**src/rtl/fpsq_pkg.sv**
```systemverilog
// Shared constants for the bus front panel sequencer.
package fpsq_pkg;
  localparam int CLK_HZ         = 50_000_000;
  localparam int CLK_PER_US     = CLK_HZ / 1_000_000;
  // Debounce one-shot period, about one millisecond.
  localparam int DEBOUNCE_US    = 1000;
  localparam int DEBOUNCE_CYC   = DEBOUNCE_US * CLK_PER_US;
  // Memory write pulse width, about 0.1 ms.
  localparam int MWRITE_US      = 100;
  localparam int MWRITE_CYC     = MWRITE_US * CLK_PER_US;
  // Driver turn-on delay after the single-step line falls (least time, rounded up).
  localparam int DRV_DLY_NS     = 100;
  localparam int DRV_DLY_CYC    = (DRV_DLY_NS * CLK_PER_US + 999) / 1000;
  // Further delay from driver on to the write pulse, for data set-up.
  localparam int DLY_TOP        = 2 * DRV_DLY_CYC;
  localparam logic [7:0] JUMP_OPCODE = 8'hC3;
  localparam logic [7:0] NOP_OPCODE  = 8'h00;
  localparam logic [7:0] PORT_ADDR   = 8'hFF;
  // Function request bit positions.
  localparam int REQ_EXAM       = 0;
  localparam int REQ_EXNEXT     = 1;
  localparam int REQ_DEP        = 2;
  localparam int REQ_DEPNEXT    = 3;
  localparam int REQ_STEP       = 4;
  typedef enum logic [2:0] {
    FPSQ_IDLE   = 3'h0,
    FPSQ_EXNEXT = 3'h1,
    FPSQ_EXAM   = 3'h2,
    FPSQ_DEP    = 3'h3,
    FPSQ_STEP   = 3'h4
  } fpsq_mode_type;
endpackage

```
**src/rtl/fpsq_oneshot.sv**
```systemverilog
// Retriggerable-free debounce one-shot with busy level and expiry pulse.
`timescale 1ns/100ps
`default_nettype none
module fpsq_oneshot #(
  parameter int CYCLES = 50000
) (
  input  wire logic clk,
  input  wire logic rst,
  input  wire logic trig,
  output var  logic busy,
  output var  logic expire
);
  localparam int CW = $clog2(CYCLES + 1);
  typedef struct packed {
    logic [CW-1:0] cnt;
    logic          busy;
    logic          expire;
  } fpsq_shot_type;
  fpsq_shot_type st_q, st_d;

  if (CYCLES < 2) begin : g_chk
    $error("fpsq_oneshot: CYCLES must be at least 2");
  end

  // A trigger while running is ignored, like a non-retriggerable one-shot.
  always_comb begin
    st_d        = st_q;
    st_d.expire = 1'b0;
    if (!st_q.busy && trig) begin
      st_d.cnt  = CW'(CYCLES - 1);
      st_d.busy = 1'b1;
    end else if (st_q.busy) begin
      if (st_q.cnt == '0) begin
        st_d.busy   = 1'b0;
        st_d.expire = 1'b1;
      end else begin
        st_d.cnt = st_q.cnt - 1'b1;
      end
    end
  end

  always_ff @(posedge clk) begin
    if (rst) begin
      st_q <= '0;
    end else begin
      st_q <= st_d;
    end
  end

  assign busy   = st_q.busy;
  assign expire = st_q.expire;
endmodule
`default_nettype wire

```
**src/rtl/fpsq_top.sv**
```systemverilog
// Front panel sequencer: examine, combined functions, repeats, breakpoints, bus-valid and port FF.
`timescale 1ns/100ps
`default_nettype none
module fpsq_top
  import fpsq_pkg::*;
#(
  parameter int DEBOUNCE_CYCLES = DEBOUNCE_CYC,
  parameter int MWRITE_CYCLES   = MWRITE_CYC
) (
  input  wire logic        clk,
  input  wire logic        rst,
  input  wire logic        psync,
  input  wire logic        dbin,
  input  wire logic        pwr_n,
  input  wire logic        sout,
  input  wire logic        sinp,
  input  wire logic        prdy,
  input  wire logic        phi2,
  input  wire logic [15:0] addr,
  input  wire logic [7:0]  data_in,
  input  wire logic [15:0] panel_sw,
  input  wire logic [4:0]  func_req,
  input  wire logic        repeat_function_mode,
  input  wire logic        endless_noop_mode,
  input  wire logic        repeated_deposit_mode,
  input  wire logic        stop_mode,
  input  wire logic        run_mode,
  input  wire logic [3:0]  bp_select,
  input  wire logic        bp_enable,
  input  wire logic        bp_latched,
  input  wire logic        bp_status,
  input  wire logic        bp_ext,
  input  wire logic        bv_clk_falling,
  input  wire logic        bv_clip_end,
  input  wire logic        bv_use_clipped,
  output logic             ss_n,
  output logic             xrdy,
  output logic [7:0]       data_out,
  output logic             data_oe_n,
  output logic             mwrite,
  output logic [7:0]       out_port,
  output logic             bus_valid_flag,
  output logic             bus_valid_out
);
  localparam int SW = 68;
  // Synchroniser reset image with the write strobe idle high, so no false bus-valid follows reset.
  localparam logic [SW-1:0] SYNC_IDLE = {2'b00, 1'b1, 65'h0};

  if (MWRITE_CYCLES < 1 || MWRITE_CYCLES > 65535) begin : g_chk
    $error("fpsq_top: MWRITE_CYCLES out of range");
  end

  typedef struct packed {
    logic [SW-1:0]  s1;
    logic [SW-1:0]  s2;
    fpsq_mode_type  mode;
    logic [1:0]     stage;
    logic           dep_armed;
    logic [4:0]     req_prev;
    logic [3:0]     dly;
    logic [15:0]    mw;
    logic           mw_done;
    logic           bp_latch;
    logic           bv;
    logic           bv_dly;
    logic           phi2_prev;
    logic           psync_prev;
    logic           pcond;
    logic [7:0]     pbuf;
    logic [7:0]     out_port;
    logic           ss_n;
    logic           xrdy;
    logic [7:0]     dout;
    logic           doe_n;
    logic           mwrite;
    logic           bvo;
  } fpsq_state_type;

  fpsq_state_type st_q, st_d;
  logic db_trig;
  logic db_busy;
  logic db_expire;

  // Synchronised pin view, unpacked from the second stage only.
  logic psync_s, dbin_s, pwr_n_s, sout_s, sinp_s, prdy_s, phi2_s, stop_s, run_s;
  logic rep_s, noop_s, rdep_s, bp_en_s, bp_lat_s, bp_st_s, bp_ex_s, bvf_s, bvce_s, bvuc_s;
  logic [15:0] addr_s, sw_s;
  logic [7:0]  din_s;
  logic [4:0]  req_s;
  logic [3:0]  bpsel_s;
  assign {psync_s, dbin_s, pwr_n_s, sout_s, sinp_s, prdy_s, phi2_s, addr_s, din_s, sw_s, req_s,
          rep_s, noop_s, rdep_s, stop_s, run_s, bp_st_s, bp_ex_s, bpsel_s, bp_en_s, bp_lat_s,
          bvf_s, bvce_s, bvuc_s} = st_q.s2;

  // debounce one-shot shared by all panel functions.
  fpsq_oneshot #(.CYCLES(DEBOUNCE_CYCLES)) u_debounce (
    .clk    (clk),
    .rst    (rst),
    .trig   (db_trig),
    .busy   (db_busy),
    .expire (db_expire)
  );

  always_comb begin
    logic [4:0] edge_req, fire;
    logic       psync_rise, phi2_rise, bv_edge, can_start, rdep_start, match, bp_stop;
    logic       port_in, port_cond, drv_ok, active_ss;
    edge_req   = '0;
    fire       = '0;
    psync_rise = 1'b0;
    phi2_rise  = 1'b0;
    bv_edge    = 1'b0;
    can_start  = 1'b0;
    rdep_start = 1'b0;
    match      = 1'b0;
    bp_stop    = 1'b0;
    port_in    = 1'b0;
    port_cond  = 1'b0;
    drv_ok     = 1'b0;
    active_ss  = 1'b0;
    st_d       = st_q;
    db_trig    = 1'b0;
    // Two-stage synchroniser for every pin.
    st_d.s1 = {psync, dbin, pwr_n, sout, sinp, prdy, phi2, addr, data_in, panel_sw, func_req,
               repeat_function_mode, endless_noop_mode, repeated_deposit_mode, stop_mode,
               run_mode, bp_status, bp_ext, bp_select, bp_enable, bp_latched,
               bv_clk_falling, bv_clip_end, bv_use_clipped};
    st_d.s2 = st_q.s1;
    st_d.req_prev   = req_s;
    st_d.psync_prev = psync_s;
    st_d.phi2_prev  = phi2_s;
    psync_rise = psync_s && !st_q.psync_prev;
    phi2_rise  = phi2_s && !st_q.phi2_prev;
    bv_edge    = bvf_s ? (!phi2_s && st_q.phi2_prev) : phi2_rise;
    edge_req   = req_s & ~st_q.req_prev;
    // repeat mode turns a held switch into a continuous trigger.
    fire = rep_s ? req_s : edge_req;
    // functions start only when stopped, idle and debounce expired.
    can_start = (st_q.mode == FPSQ_IDLE) && !db_busy && stop_s && !noop_s;
    // repeated deposit restarts on the bus clock once debounce falls.
    rdep_start = can_start && rdep_s && phi2_rise && (fire == '0);
    if (can_start && fire[REQ_EXAM]) begin
      st_d.mode  = FPSQ_EXAM;
      st_d.stage = 2'h0;
    end else if (can_start && (fire[REQ_EXNEXT] || fire[REQ_DEPNEXT])) begin
      // combined function arms deposit together with examine-next.
      st_d.mode      = FPSQ_EXNEXT;
      st_d.dep_armed = fire[REQ_DEPNEXT] && !fire[REQ_EXNEXT];
    end else if (can_start && fire[REQ_STEP] && !fire[REQ_DEP]) begin
      st_d.mode = FPSQ_STEP;
    end else if ((can_start && fire[REQ_DEP]) || rdep_start) begin
      // the bus clock gate feeds both debounce and deposit control.
      st_d.mode      = FPSQ_DEP;
      st_d.dep_armed = 1'b0;
      db_trig        = 1'b1;
    end else begin
      case (st_q.mode)
        FPSQ_EXAM: begin
          if (psync_rise) begin
            // each PSYNC shifts the driven byte one step.
            if (st_q.stage == 2'h0) begin
              db_trig = 1'b1;
            end
            if (st_q.stage == 2'h2) begin
              // fourth-cycle PSYNC ends examine and stops the processor.
              st_d.mode = FPSQ_IDLE;
            end
            st_d.stage = st_q.stage + 2'h1;
          end
        end
        FPSQ_EXNEXT: begin
          if (psync_rise) begin
            db_trig   = 1'b1;
            st_d.mode = st_q.dep_armed ? FPSQ_DEP : FPSQ_IDLE;
          end
        end
        FPSQ_STEP: begin
          if (psync_rise) begin
            db_trig   = 1'b1;
            st_d.mode = FPSQ_IDLE;
          end
        end
        FPSQ_DEP: begin
          // combined deposit waits for debounce fired and DBIN high.
          if (st_q.dep_armed && db_busy && dbin_s) begin
            st_d.dep_armed = 1'b0;
          end
          if (db_expire) begin
            st_d.mode      = FPSQ_IDLE;
            st_d.dep_armed = 1'b0;
          end
        end
        default: st_d.mode = FPSQ_IDLE;
      endcase
    end
    // driver turn-on delay counts from the fall of single-step.
    active_ss = (st_d.mode == FPSQ_EXNEXT) || (st_d.mode == FPSQ_EXAM) || noop_s ||
                ((st_d.mode == FPSQ_DEP) && !st_d.dep_armed);
    if (!active_ss) begin
      st_d.dly = '0;
    end else if (st_q.dly != 4'(DLY_TOP)) begin
      st_d.dly = st_q.dly + 4'h1;
    end
    drv_ok = (st_q.dly >= 4'(DRV_DLY_CYC)) && active_ss;
    // Write pulse fires once per deposit, after data has been set up.
    if (st_d.mode != FPSQ_DEP) begin
      st_d.mw_done = 1'b0;
    end
    if (active_ss && (st_d.mode == FPSQ_DEP) && !st_q.mw_done && (st_q.dly == 4'(DLY_TOP - 1))) begin
      st_d.mw      = 16'(MWRITE_CYCLES);
      st_d.mw_done = 1'b1;
    end else if (st_q.mw != '0) begin
      st_d.mw = st_q.mw - 16'h1;
    end
    st_d.mwrite = (st_d.mw != '0);
    // selected conditions must all hold; an unselected one passes.
    match = (bpsel_s != '0) && (!bpsel_s[0] || (addr_s == sw_s)) &&
            (!bpsel_s[1] || (din_s == sw_s[7:0])) && (!bpsel_s[2] || bp_st_s) && (!bpsel_s[3] || bp_ex_s);
    // deselect or any panel function start drops the held stop.
    if (!bp_en_s || (fire != '0) || (st_q.mode != FPSQ_IDLE)) begin
      st_d.bp_latch = 1'b0;
    end else if (match && bp_lat_s) begin
      st_d.bp_latch = 1'b1;
    end
    bp_stop = bp_en_s && (match || (bp_lat_s && st_q.bp_latch));
    // XRDY high lets the processor run; low holds it in wait.
    st_d.xrdy = (run_s || noop_s || (st_d.mode == FPSQ_EXAM) || (st_d.mode == FPSQ_EXNEXT) ||
                 (st_d.mode == FPSQ_STEP)) && !bp_stop;
    // SS low lets the panel own the data bus.
    st_d.ss_n = !active_ss;
    // port FF input returns the upper switch byte.
    port_in    = dbin_s && sinp_s && (addr_s[7:0] == PORT_ADDR);
    st_d.doe_n = 1'b1;
    st_d.dout  = st_q.dout;
    if (port_in) begin
      st_d.doe_n = 1'b0;
      st_d.dout  = sw_s[15:8];
    end else if (drv_ok && (st_d.mode == FPSQ_EXAM)) begin
      // jump opcode, low address byte, high address byte.
      st_d.doe_n = 1'b0;
      st_d.dout  = (st_d.stage == 2'h0) ? JUMP_OPCODE : (st_d.stage == 2'h1) ? sw_s[7:0] : sw_s[15:8];
    end else if (drv_ok && (st_d.mode == FPSQ_DEP)) begin
      st_d.doe_n = 1'b0;
      st_d.dout  = sw_s[7:0];
    end else if (drv_ok && dbin_s && (noop_s || (st_d.mode == FPSQ_EXNEXT))) begin
      // all-zero opcode on every read keeps the no-ops flowing.
      st_d.doe_n = 1'b0;
      st_d.dout  = NOP_OPCODE;
    end
    // write strobe overrides the DBIN clear.
    if (!pwr_n_s) begin
      st_d.bv = 1'b1;
    end else if (!dbin_s) begin
      // strobe gone and DBIN low clears at once.
      st_d.bv = 1'b0;
    end else if (bv_edge) begin
      // sample PRDY on the jumpered edge.
      st_d.bv = prdy_s;
    end
    // clipped form trims the start or keeps only the start.
    if (!st_q.bv) begin
      st_d.bv_dly = 1'b0;
    end else if (bv_edge) begin
      st_d.bv_dly = 1'b1;
    end
    st_d.bvo = bvuc_s ? (st_d.bv && (bvce_s ? !st_d.bv_dly : st_d.bv_dly)) : st_d.bv;
    // port FF output latches on the trailing end of the write.
    port_cond  = !pwr_n_s && sout_s && (addr_s[7:0] == PORT_ADDR);
    st_d.pcond = port_cond;
    if (port_cond) begin
      st_d.pbuf = din_s;
    end
    if (st_q.pcond && !port_cond) begin
      st_d.out_port = st_q.pbuf;
    end
  end

  // Reset to a stopped, idle panel with all drivers off.
  always_ff @(posedge clk) begin
    if (rst) begin
      st_q       <= '0;
      st_q.s1    <= SYNC_IDLE;
      st_q.s2    <= SYNC_IDLE;
      st_q.mode  <= FPSQ_IDLE;
      st_q.ss_n  <= 1'b1;
      st_q.doe_n <= 1'b1;
    end else begin
      st_q <= st_d;
    end
  end

  assign ss_n           = st_q.ss_n;
  assign xrdy           = st_q.xrdy;
  assign data_out       = st_q.dout;
  assign data_oe_n      = st_q.doe_n;
  assign mwrite         = st_q.mwrite;
  assign out_port       = st_q.out_port;
  assign bus_valid_flag = st_q.bv;
  assign bus_valid_out  = st_q.bvo;

  // Helper views for the checks below.
  logic port_in_now;
  logic bp_stop_now;
  assign port_in_now = dbin_s && sinp_s && (addr_s[7:0] == PORT_ADDR);
  assign bp_stop_now = bp_en_s && (bpsel_s != '0) && (!bpsel_s[0] || (addr_s == sw_s)) &&
                       (!bpsel_s[1] || (din_s == sw_s[7:0])) && (!bpsel_s[2] || bp_st_s) &&
                       (!bpsel_s[3] || bp_ex_s);
endmodule
`default_nettype wire

```
**config.mk**
```make
export PLATFORM = sky130hd
export DESIGN_NAME = fpsq_top
export DESIGN_NICKNAME = d
export VERILOG_FILES = /design/src/rtl/fpsq_pkg.sv /design/src/rtl/fpsq_oneshot.sv /design/src/rtl/fpsq_top.sv
export SDC_FILE = /design/constraint.sdc
export NUM_CORES = 1
export LEC_CHECK = 0
export BUFFER_PORTS_ARGS = -buffer_cell sky130_fd_sc_hd__buf_2
export CORE_MARGIN = 1
export CORE_UTILIZATION = 45
export DETAILED_ROUTE_END_ITERATION = 8
export PLACE_DENSITY = 0.65
export RECOVER_POWER = 25
export SKIP_CTS_REPAIR_TIMING = 1
export SLEW_MARGIN = 10
export SYNTH_ARGS = -nofsm -noshare
export SYNTH_HDL_FRONTEND = slang
export SYNTH_SLANG_ARGS = --single-unit
export TNS_END_PERCENT = 100
```
**constraint.sdc**
```tcl
create_clock -name clk -period 2.2 [get_ports clk]
set_input_delay 0 -clock clk [delete_from_list [all_inputs] [get_ports clk]]
set_output_delay 0 -clock clk [all_outputs]
set_load 0.05 [all_outputs]
```
=== Yosys cells after proc, flatten, opt, wreduce, memory -nomap -nowiden ===
Index checks and enable logic that the tools add are counted.

* Flip-flop bits (word level): 221
* Logic and storage cells: 203

* $add $sub $neg: 4
* Order comparisons: 1
* Eq/ne operators: 17
* Multiplexer cells: 52
* Bitwise logic cells: 5
* Reductions and logical operators: 97

{| class="wikitable"
|+ Operators with widths
! cell !! count
|-
| $mux 16 || 3
|-
| $logic_and 1x1->1 || 41
|-
| $mux 9 || 4
|-
| $reduce_bool 16->1 || 2
|-
| $sub 16x1->16 const B || 2
|-
| $mux 3 || 8
|-
| $mux 1 || 23
|-
| $logic_not 1->1 || 19
|-
| $mux 18 || 1
|-
| $logic_or 1x1->1 || 17
|-
| $mux 17 || 1
|-
| $eq 16x16->1 || 1
|-
| $logic_not 16->1 || 1
|-
| $mux 8 || 2
|-
| $mux 5 || 3
|-
| $eq 3x2->1 const B || 4
|-
| $pmux 3 s4 || 1
|-
| $mux 2 || 5
|-
| $eq 8x8->1 || 1
|-
| $eq 8x8->1 const B || 1
|-
| $reduce_bool 4->1 || 2
|-
| $reduce_or 2->1 || 4
|-
| $eq 3x1->1 const B || 2
|-
| $eq 3x3->1 const B || 2
|-
| other kinds (21) || 26
|}

=== Logic depth before layout (Yosys ltp) ===
* Word-level depth: 23
* Mapped depth: 10
* Gate-level depth less buffers: 9

=== Hierarchy ===
From an unflattened synthesis, not the netlist that was laid out.

* Cell total of the unflattened synthesis: 819
* Area total of the unflattened synthesis: 8,282.9 sq um

{| class="wikitable"
|+ By module, submodules not included
! module !! instances !! cells an instance !! area an instance (sq um) !! seq. area each (sq um)
|-
| fpsq_top || 1 || 714 || 7,389.6 || 4,063.9
|-
| fpsq_oneshot || 1 || 105 || 893.4 || 360.3
|}

=== Least setup slack after synthesis ===
No wires, ideal clock.

* Kind: reg-to-reg
* Start point: register st_q[64] (netlist name)
* End point: register st_q[42] (netlist name)
* Arrival: 2.198 ns
* Path slack: -0.130 ns
* Cell stages (with the launch flop): 10
* Cell sequence: dfxtp_1 > buf_6 > nor3_4 > nand2_1 > buf_4 > o41a_1 > or4_1 > buf_2 > nand2_2 > a21oi_1

* Cells in the longest elaborated chain, start to end: 20

{| class="wikitable"
|+ RTL lines
! item !! RTL line !! source
|-
| start: declaration || fpsq_top.sv:79 || <nowiki>fpsq_state_type st_q, st_d;</nowiki>
|-
| start signal: assignment || fpsq_top.sv:288 || <nowiki>st_q <= st_d;</nowiki>
|-
| $logic_not 3->1 || fpsq_top.sv:139 || <nowiki>can_start = (st_q.mode == FPSQ_IDLE) && !db_busy && stop_s && !noop_s;</nowiki>
|-
| $logic_and 1x1->1 (3 in a row) || fpsq_top.sv:139 ||
|-
| $logic_and 1x1->1 (3 in a row) || fpsq_top.sv:141 || <nowiki>rdep_start = can_start && rdep_s && phi2_rise && (fire == '0);</nowiki>
|-
| $logic_or 1x1->1 || fpsq_top.sv:151 || <nowiki>end else if ((can_start && fire[REQ_DEP]) || rdep_start) begin</nowiki>
|-
| $mux 3 || fpsq_top.sv:151 ||
|-
| $mux 3 || fpsq_top.sv:149 || <nowiki>end else if (can_start && fire[REQ_STEP] && !fire[REQ_DEP]) begin</nowiki>
|-
| $mux 3 || fpsq_top.sv:145 || <nowiki>end else if (can_start && (fire[REQ_EXNEXT] || fire[REQ_DEPNEXT])) begin</nowiki>
|-
| $mux 5 || fpsq_top.sv:142 || <nowiki>if (can_start && fire[REQ_EXAM]) begin</nowiki>
|-
| $eq 3x1->1 / $eq 3x2->1 (equally long branches) || fpsq_top.sv:197 || <nowiki>active_ss = (st_d.mode == FPSQ_EXNEXT) || (st_d.mode == FPSQ_EXAM) || noop_s ||</nowiki>
|-
| $logic_or 1x1->1 (3 in a row) || fpsq_top.sv:197 ||
|-
| $logic_and 1x1->1 (*) (3 in a row) || fpsq_top.sv:209 || <nowiki>if (active_ss && (st_d.mode == FPSQ_DEP) && !st_q.mw_done && (st_q.dly == 4'(DLY_TOP - 1))) begin</nowiki>
|-
| $mux 16 (*) || fpsq_top.sv:209 ||
|}

Mark *: on every way between the ends. The rest lies on a longest branch, timed or not.
A chain may end at the register's enable or synchronous reset.

=== Worst setup path after layout ===
* Start point: register st_q, in the netlist req_s[3]
* End point: register st_q[51] (netlist name)

* Cells in the longest elaborated chain, start to end: 17

{| class="wikitable"
|+ RTL lines
! item !! RTL line !! source
|-
| $and 5x5->5 || fpsq_top.sv:135 || <nowiki>edge_req = req_s & ~st_q.req_prev;</nowiki>
|-
| $mux 5 (*) || fpsq_top.sv:137 || <nowiki>fire = rep_s ? req_s : edge_req;</nowiki>
|-
| $logic_not 5->1 || fpsq_top.sv:141 ||
|-
| $logic_and 1x1->1 || fpsq_top.sv:141 ||
|-
| $logic_or 1x1->1 || fpsq_top.sv:151 ||
|-
| $mux 3 || fpsq_top.sv:151 ||
|-
| $mux 3 || fpsq_top.sv:149 ||
|-
| $mux 3 || fpsq_top.sv:145 ||
|-
| $mux 5 || fpsq_top.sv:142 ||
|-
| $eq 3x1->1 / $eq 3x2->1 (equally long branches) || fpsq_top.sv:197 ||
|-
| $logic_or 1x1->1 (3 in a row) || fpsq_top.sv:197 ||
|-
| $logic_and 1x1->1 (*) (3 in a row) || fpsq_top.sv:209 ||
|-
| $mux 16 (*) || fpsq_top.sv:209 ||
|}

Marked as above.

==> metrics <==
count of flip-flops with a built-in enable after synthesis 0; Post-synth top cells 221 x dfxtp_1, 142 x nor2b_1, 69 x nor2_1; Switching Share 25.4%; endpoint class of the critical path flip-flop; Reg clk slew, reported paths roughly 0.060 ns; Layout area overhead 39.1%; setup TNS -1.73 ns; Slowest cell on crit path o41a_1; CTS tree yes; Vias per Instance just under 5; # setup viols final 31; CP Max Fanout 8; clock root cell clkbuf_16; Setup CP Type reg2reg; via count of the first global-routing pass around 5500; Synth area leader dfxtp_1; clock skew around 0.013 ns; Int Power around 7.7 mW; Layout Utilization 63.8%; H-tree Lvls 1; Hold WC Path Type in2reg; Syn Area/Cell a little over 10 µm²; initial core utilization 45.8%; Design Area, Final between 10000 and 15000 µm²; first-pass GRT wire length roughly 26000 µm; sum of buffers and inverters on the critical path 1; RSZ-0062 raised after global routing yes; Synth area leaders dfxtp_1 54%, nor2b_1 11%, nor2_1 3.1%, xnor2_1 2.9%, xor2_1 2.8%; PnR worst setup slack -0.0994 ns; synth unique cells 73; max incr delay on CP 0.47 ns; Main synth FF type dfxtp_1; Worst Hold Launch rst; top-level I/O count 92; layout cell share with drive strength beyond 1 between 30% and 40%; Worst Reg2Reg Path Length in Cells 8; violated checks negative setup slack; Die H around 140 µm; count leader, synth dfxtp_1; Comb power frac ~18%; Synth Cell Area between 8000 and 9000 µm²; switching power 2.63 mW; Hold Vio Cnt, Final 0; power share of the sequential group a little over two fifths; Net Count, Synth roughly 890; CP required about 2.6 ns; Starting DRT DRC Count approximately 230; Clock Latency Late Sink 0.51 ns; maxcap violations 0; largest net degree at the start of global routing roughly 140; num rows 49; RePlAce Congestion about 0.84; Post-Route WL about 18000 µm; startpoint types flip-flop; # diodes 0; GRT overflow 0; register-to-register setup slack -0.1 ns; core area roughly 18000 µm²; Critical R2R Launch req_s[3]; register bit total from synthesis 221; status finished with violations; Least-Margin Pin Slew 0.815 ns; chip width between 100 and 150 µm; Synth async-reset ratio 0%; pwr dens roughly 900 nW/µm²; CP arrival between 2 and 3 ns; CTS sink cnt approximately 220; reg2reg end st_q[51]; Clk network pwr share about two fifths; min cycle time layout ~2.3 ns; Max Freq 435 MHz; fin nets between 1000 and 1500; DR WL/cell between 10 and 15 µm; Remaining DRCs 0; CP Cell Sequence o21ai_2 > o211a_1 > a32oi_4 > o41a_1 > or4_4 > buf_12 > nand2_8 > nor2_2; share of the synthesized area in the top cell type between 50% and 60%; Clock Tree Buf Depth 3; largest delay contributor family on the critical path compound AO/OA/AOI/OAI gates; Yosys Warn Count 0; Routed Antenna Nets 0; via count about 6300; Num CTS Buffers 23; IO Port Bufs 91; Leak 4.75 nW; Hold Path Sink data_out[3]; Final Power 10.3 mW; VDD IR max about 940 µV; hold path cells 4; Tcrit/Tclk final 105%; Die ar. 18800 µm²; initial antenna violation count 0; Pre-antenna DRT Iters 5; overall routing resource usage 17.6%; Placement Cell Area between 9000 and 10000 µm²; Seq/Total Area, Yosys ~54%; dpl hpwl between 10000 and 15000 µm; Slew HR between 40% and 50%; Mapped Cells roughly 810; final max-slew violation count 0
==> sequential cells by signal (all words and copies together), names as in the netlist, 4 cells and up <==
name             count
data_out             8
addr_s              16
out_port             8
st_d                68
req_s                5
st_q                62
u_debounce.st_q     16
bpsel_s              4
din_s                8
==> how the worst max path moves through the flow <==
stage | slack (ns) | depth (start not counted) | end | start
after floorplan | -0.06 | 8 | mwrite | st_q[43]
after global placement | -0.13 | 9 | data_out[3] | st_q[30]
after detailed placement | -0.19 | 9 | data_out[3] | psync_s
after CTS | -0.20 | 9 | data_out[3] | psync_s
after global routing | -0.19 | 7 | u_debounce.st_q[16] | u_debounce.st_q[5]
final | -0.1 | 8 | st_q[51] | req_s[3]
==> cells by family after synthesis <==
| kind of cell | count (synthesis) | share of synthesized area, % |
|---|---|---|
| AOI/OAI and AO/OA | 113 | 9.83 |
| xor gates and xnor gates | 53 | 5.64 |
| adders and majority gates | 9 | 1.37 |
| buffers and inverters | 75 | 4.36 |
| DFF | 221 | 53.7 |
| muxes | 21 | 2.60 |
| and+or+nand+nor | 321 | 22.5 |
==> per-layer routing <==
metal	vias up	GRT usage (%)	wire length (µm)
li1	3186	-	-
met3	25	3.35	861
met5	-	0	0
met1	2934	23.0	8250
met2	147	29.5	8950
met4	0	4.70	350
==> worst register-to-register path, delay by kind of cell, from the launching register on <==
| kind | cells | cell delay [ns] |
|---|---|---|
| flops | 1 | 0.37 |
| compound gates | 4 | 1.02 |
| simple gates | 3 | 0.64 |
| buf+inv | 1 | 0.17 |
==> layout by cell type, fill, tap and decap left out, types with 5 or more instances in the layout <==
| master | n |
|---|---|
| mux2i_1 | 18 |
| nand2_1 | 15 |
| a32o_1 | 6 |
| or4_4 | 5 |
| nor2_1 | 59 |
| nand3_1 | 10 |
| o21a_1 | 6 |
| xor2_1 | 25 |
| nor4bb_4 | 5 |
| inv_1 | 26 |
| buf_2 | 90 |
| buf_4 | 84 |
| xnor2_1 | 27 |
| ha_1 | 9 |
| buf_6 | 6 |
| clkbuf_1 | 6 |
| clkbuf_16 | 23 |
| a21oi_1 | 23 |
| nor2_2 | 6 |
| o21ai_1 | 6 |
| o21ai_2 | 8 |
| nor2b_1 | 142 |
| dfxtp_1 | 212 |
| nand4_1 | 8 |
| dfxtp_2 | 5 |
| o21ai_0 | 9 |
| o221ai_2 | 5 |
| nor3_1 | 12 |
| nor4_1 | 6 |
| dlygate4sd3_1 | 68 |
==> metrics by stage <==
| stage | worst slack, ns | cells | hold slack [ns] |
|---|---|---|---|
| floorplan | -0.0614 | 813 | 0.104 |
| global placement | -0.131 | 1158 | 0.191 |
| detailed placement | -0.189 | 1158 | 0.190 |
| CTS | -0.205 | 1200 | -0.329 |
| global route | -0.189 | 1288 | 0.0146 |
| finish | -0.0994 | 1288 | 0.0242 |
==> area by class of cell <==
type	instances	area (µm²)
Tap cell	229	287
Timing Repair Buffer	250	1870
Clock buffer	31	626
Inverter	27	101
Multi-Input combinational cell	519	3960
Sequential cell	221	4450
Clock inverter	11	164
Fill cell	1419	6510
==> power by group through the flow <==
stage	logic [mW]	registers [mW]	clock network [mW]
after floorplan	1.09	4.54	0
after global placement	1.60	4.54	0
after global routing	2.06	4.49	4.25
after CTS	1.62	4.46	4.07
final	1.89	4.46	4.00
after detailed placement	1.61	4.55	0
Power figures use the tool's default switching activity.
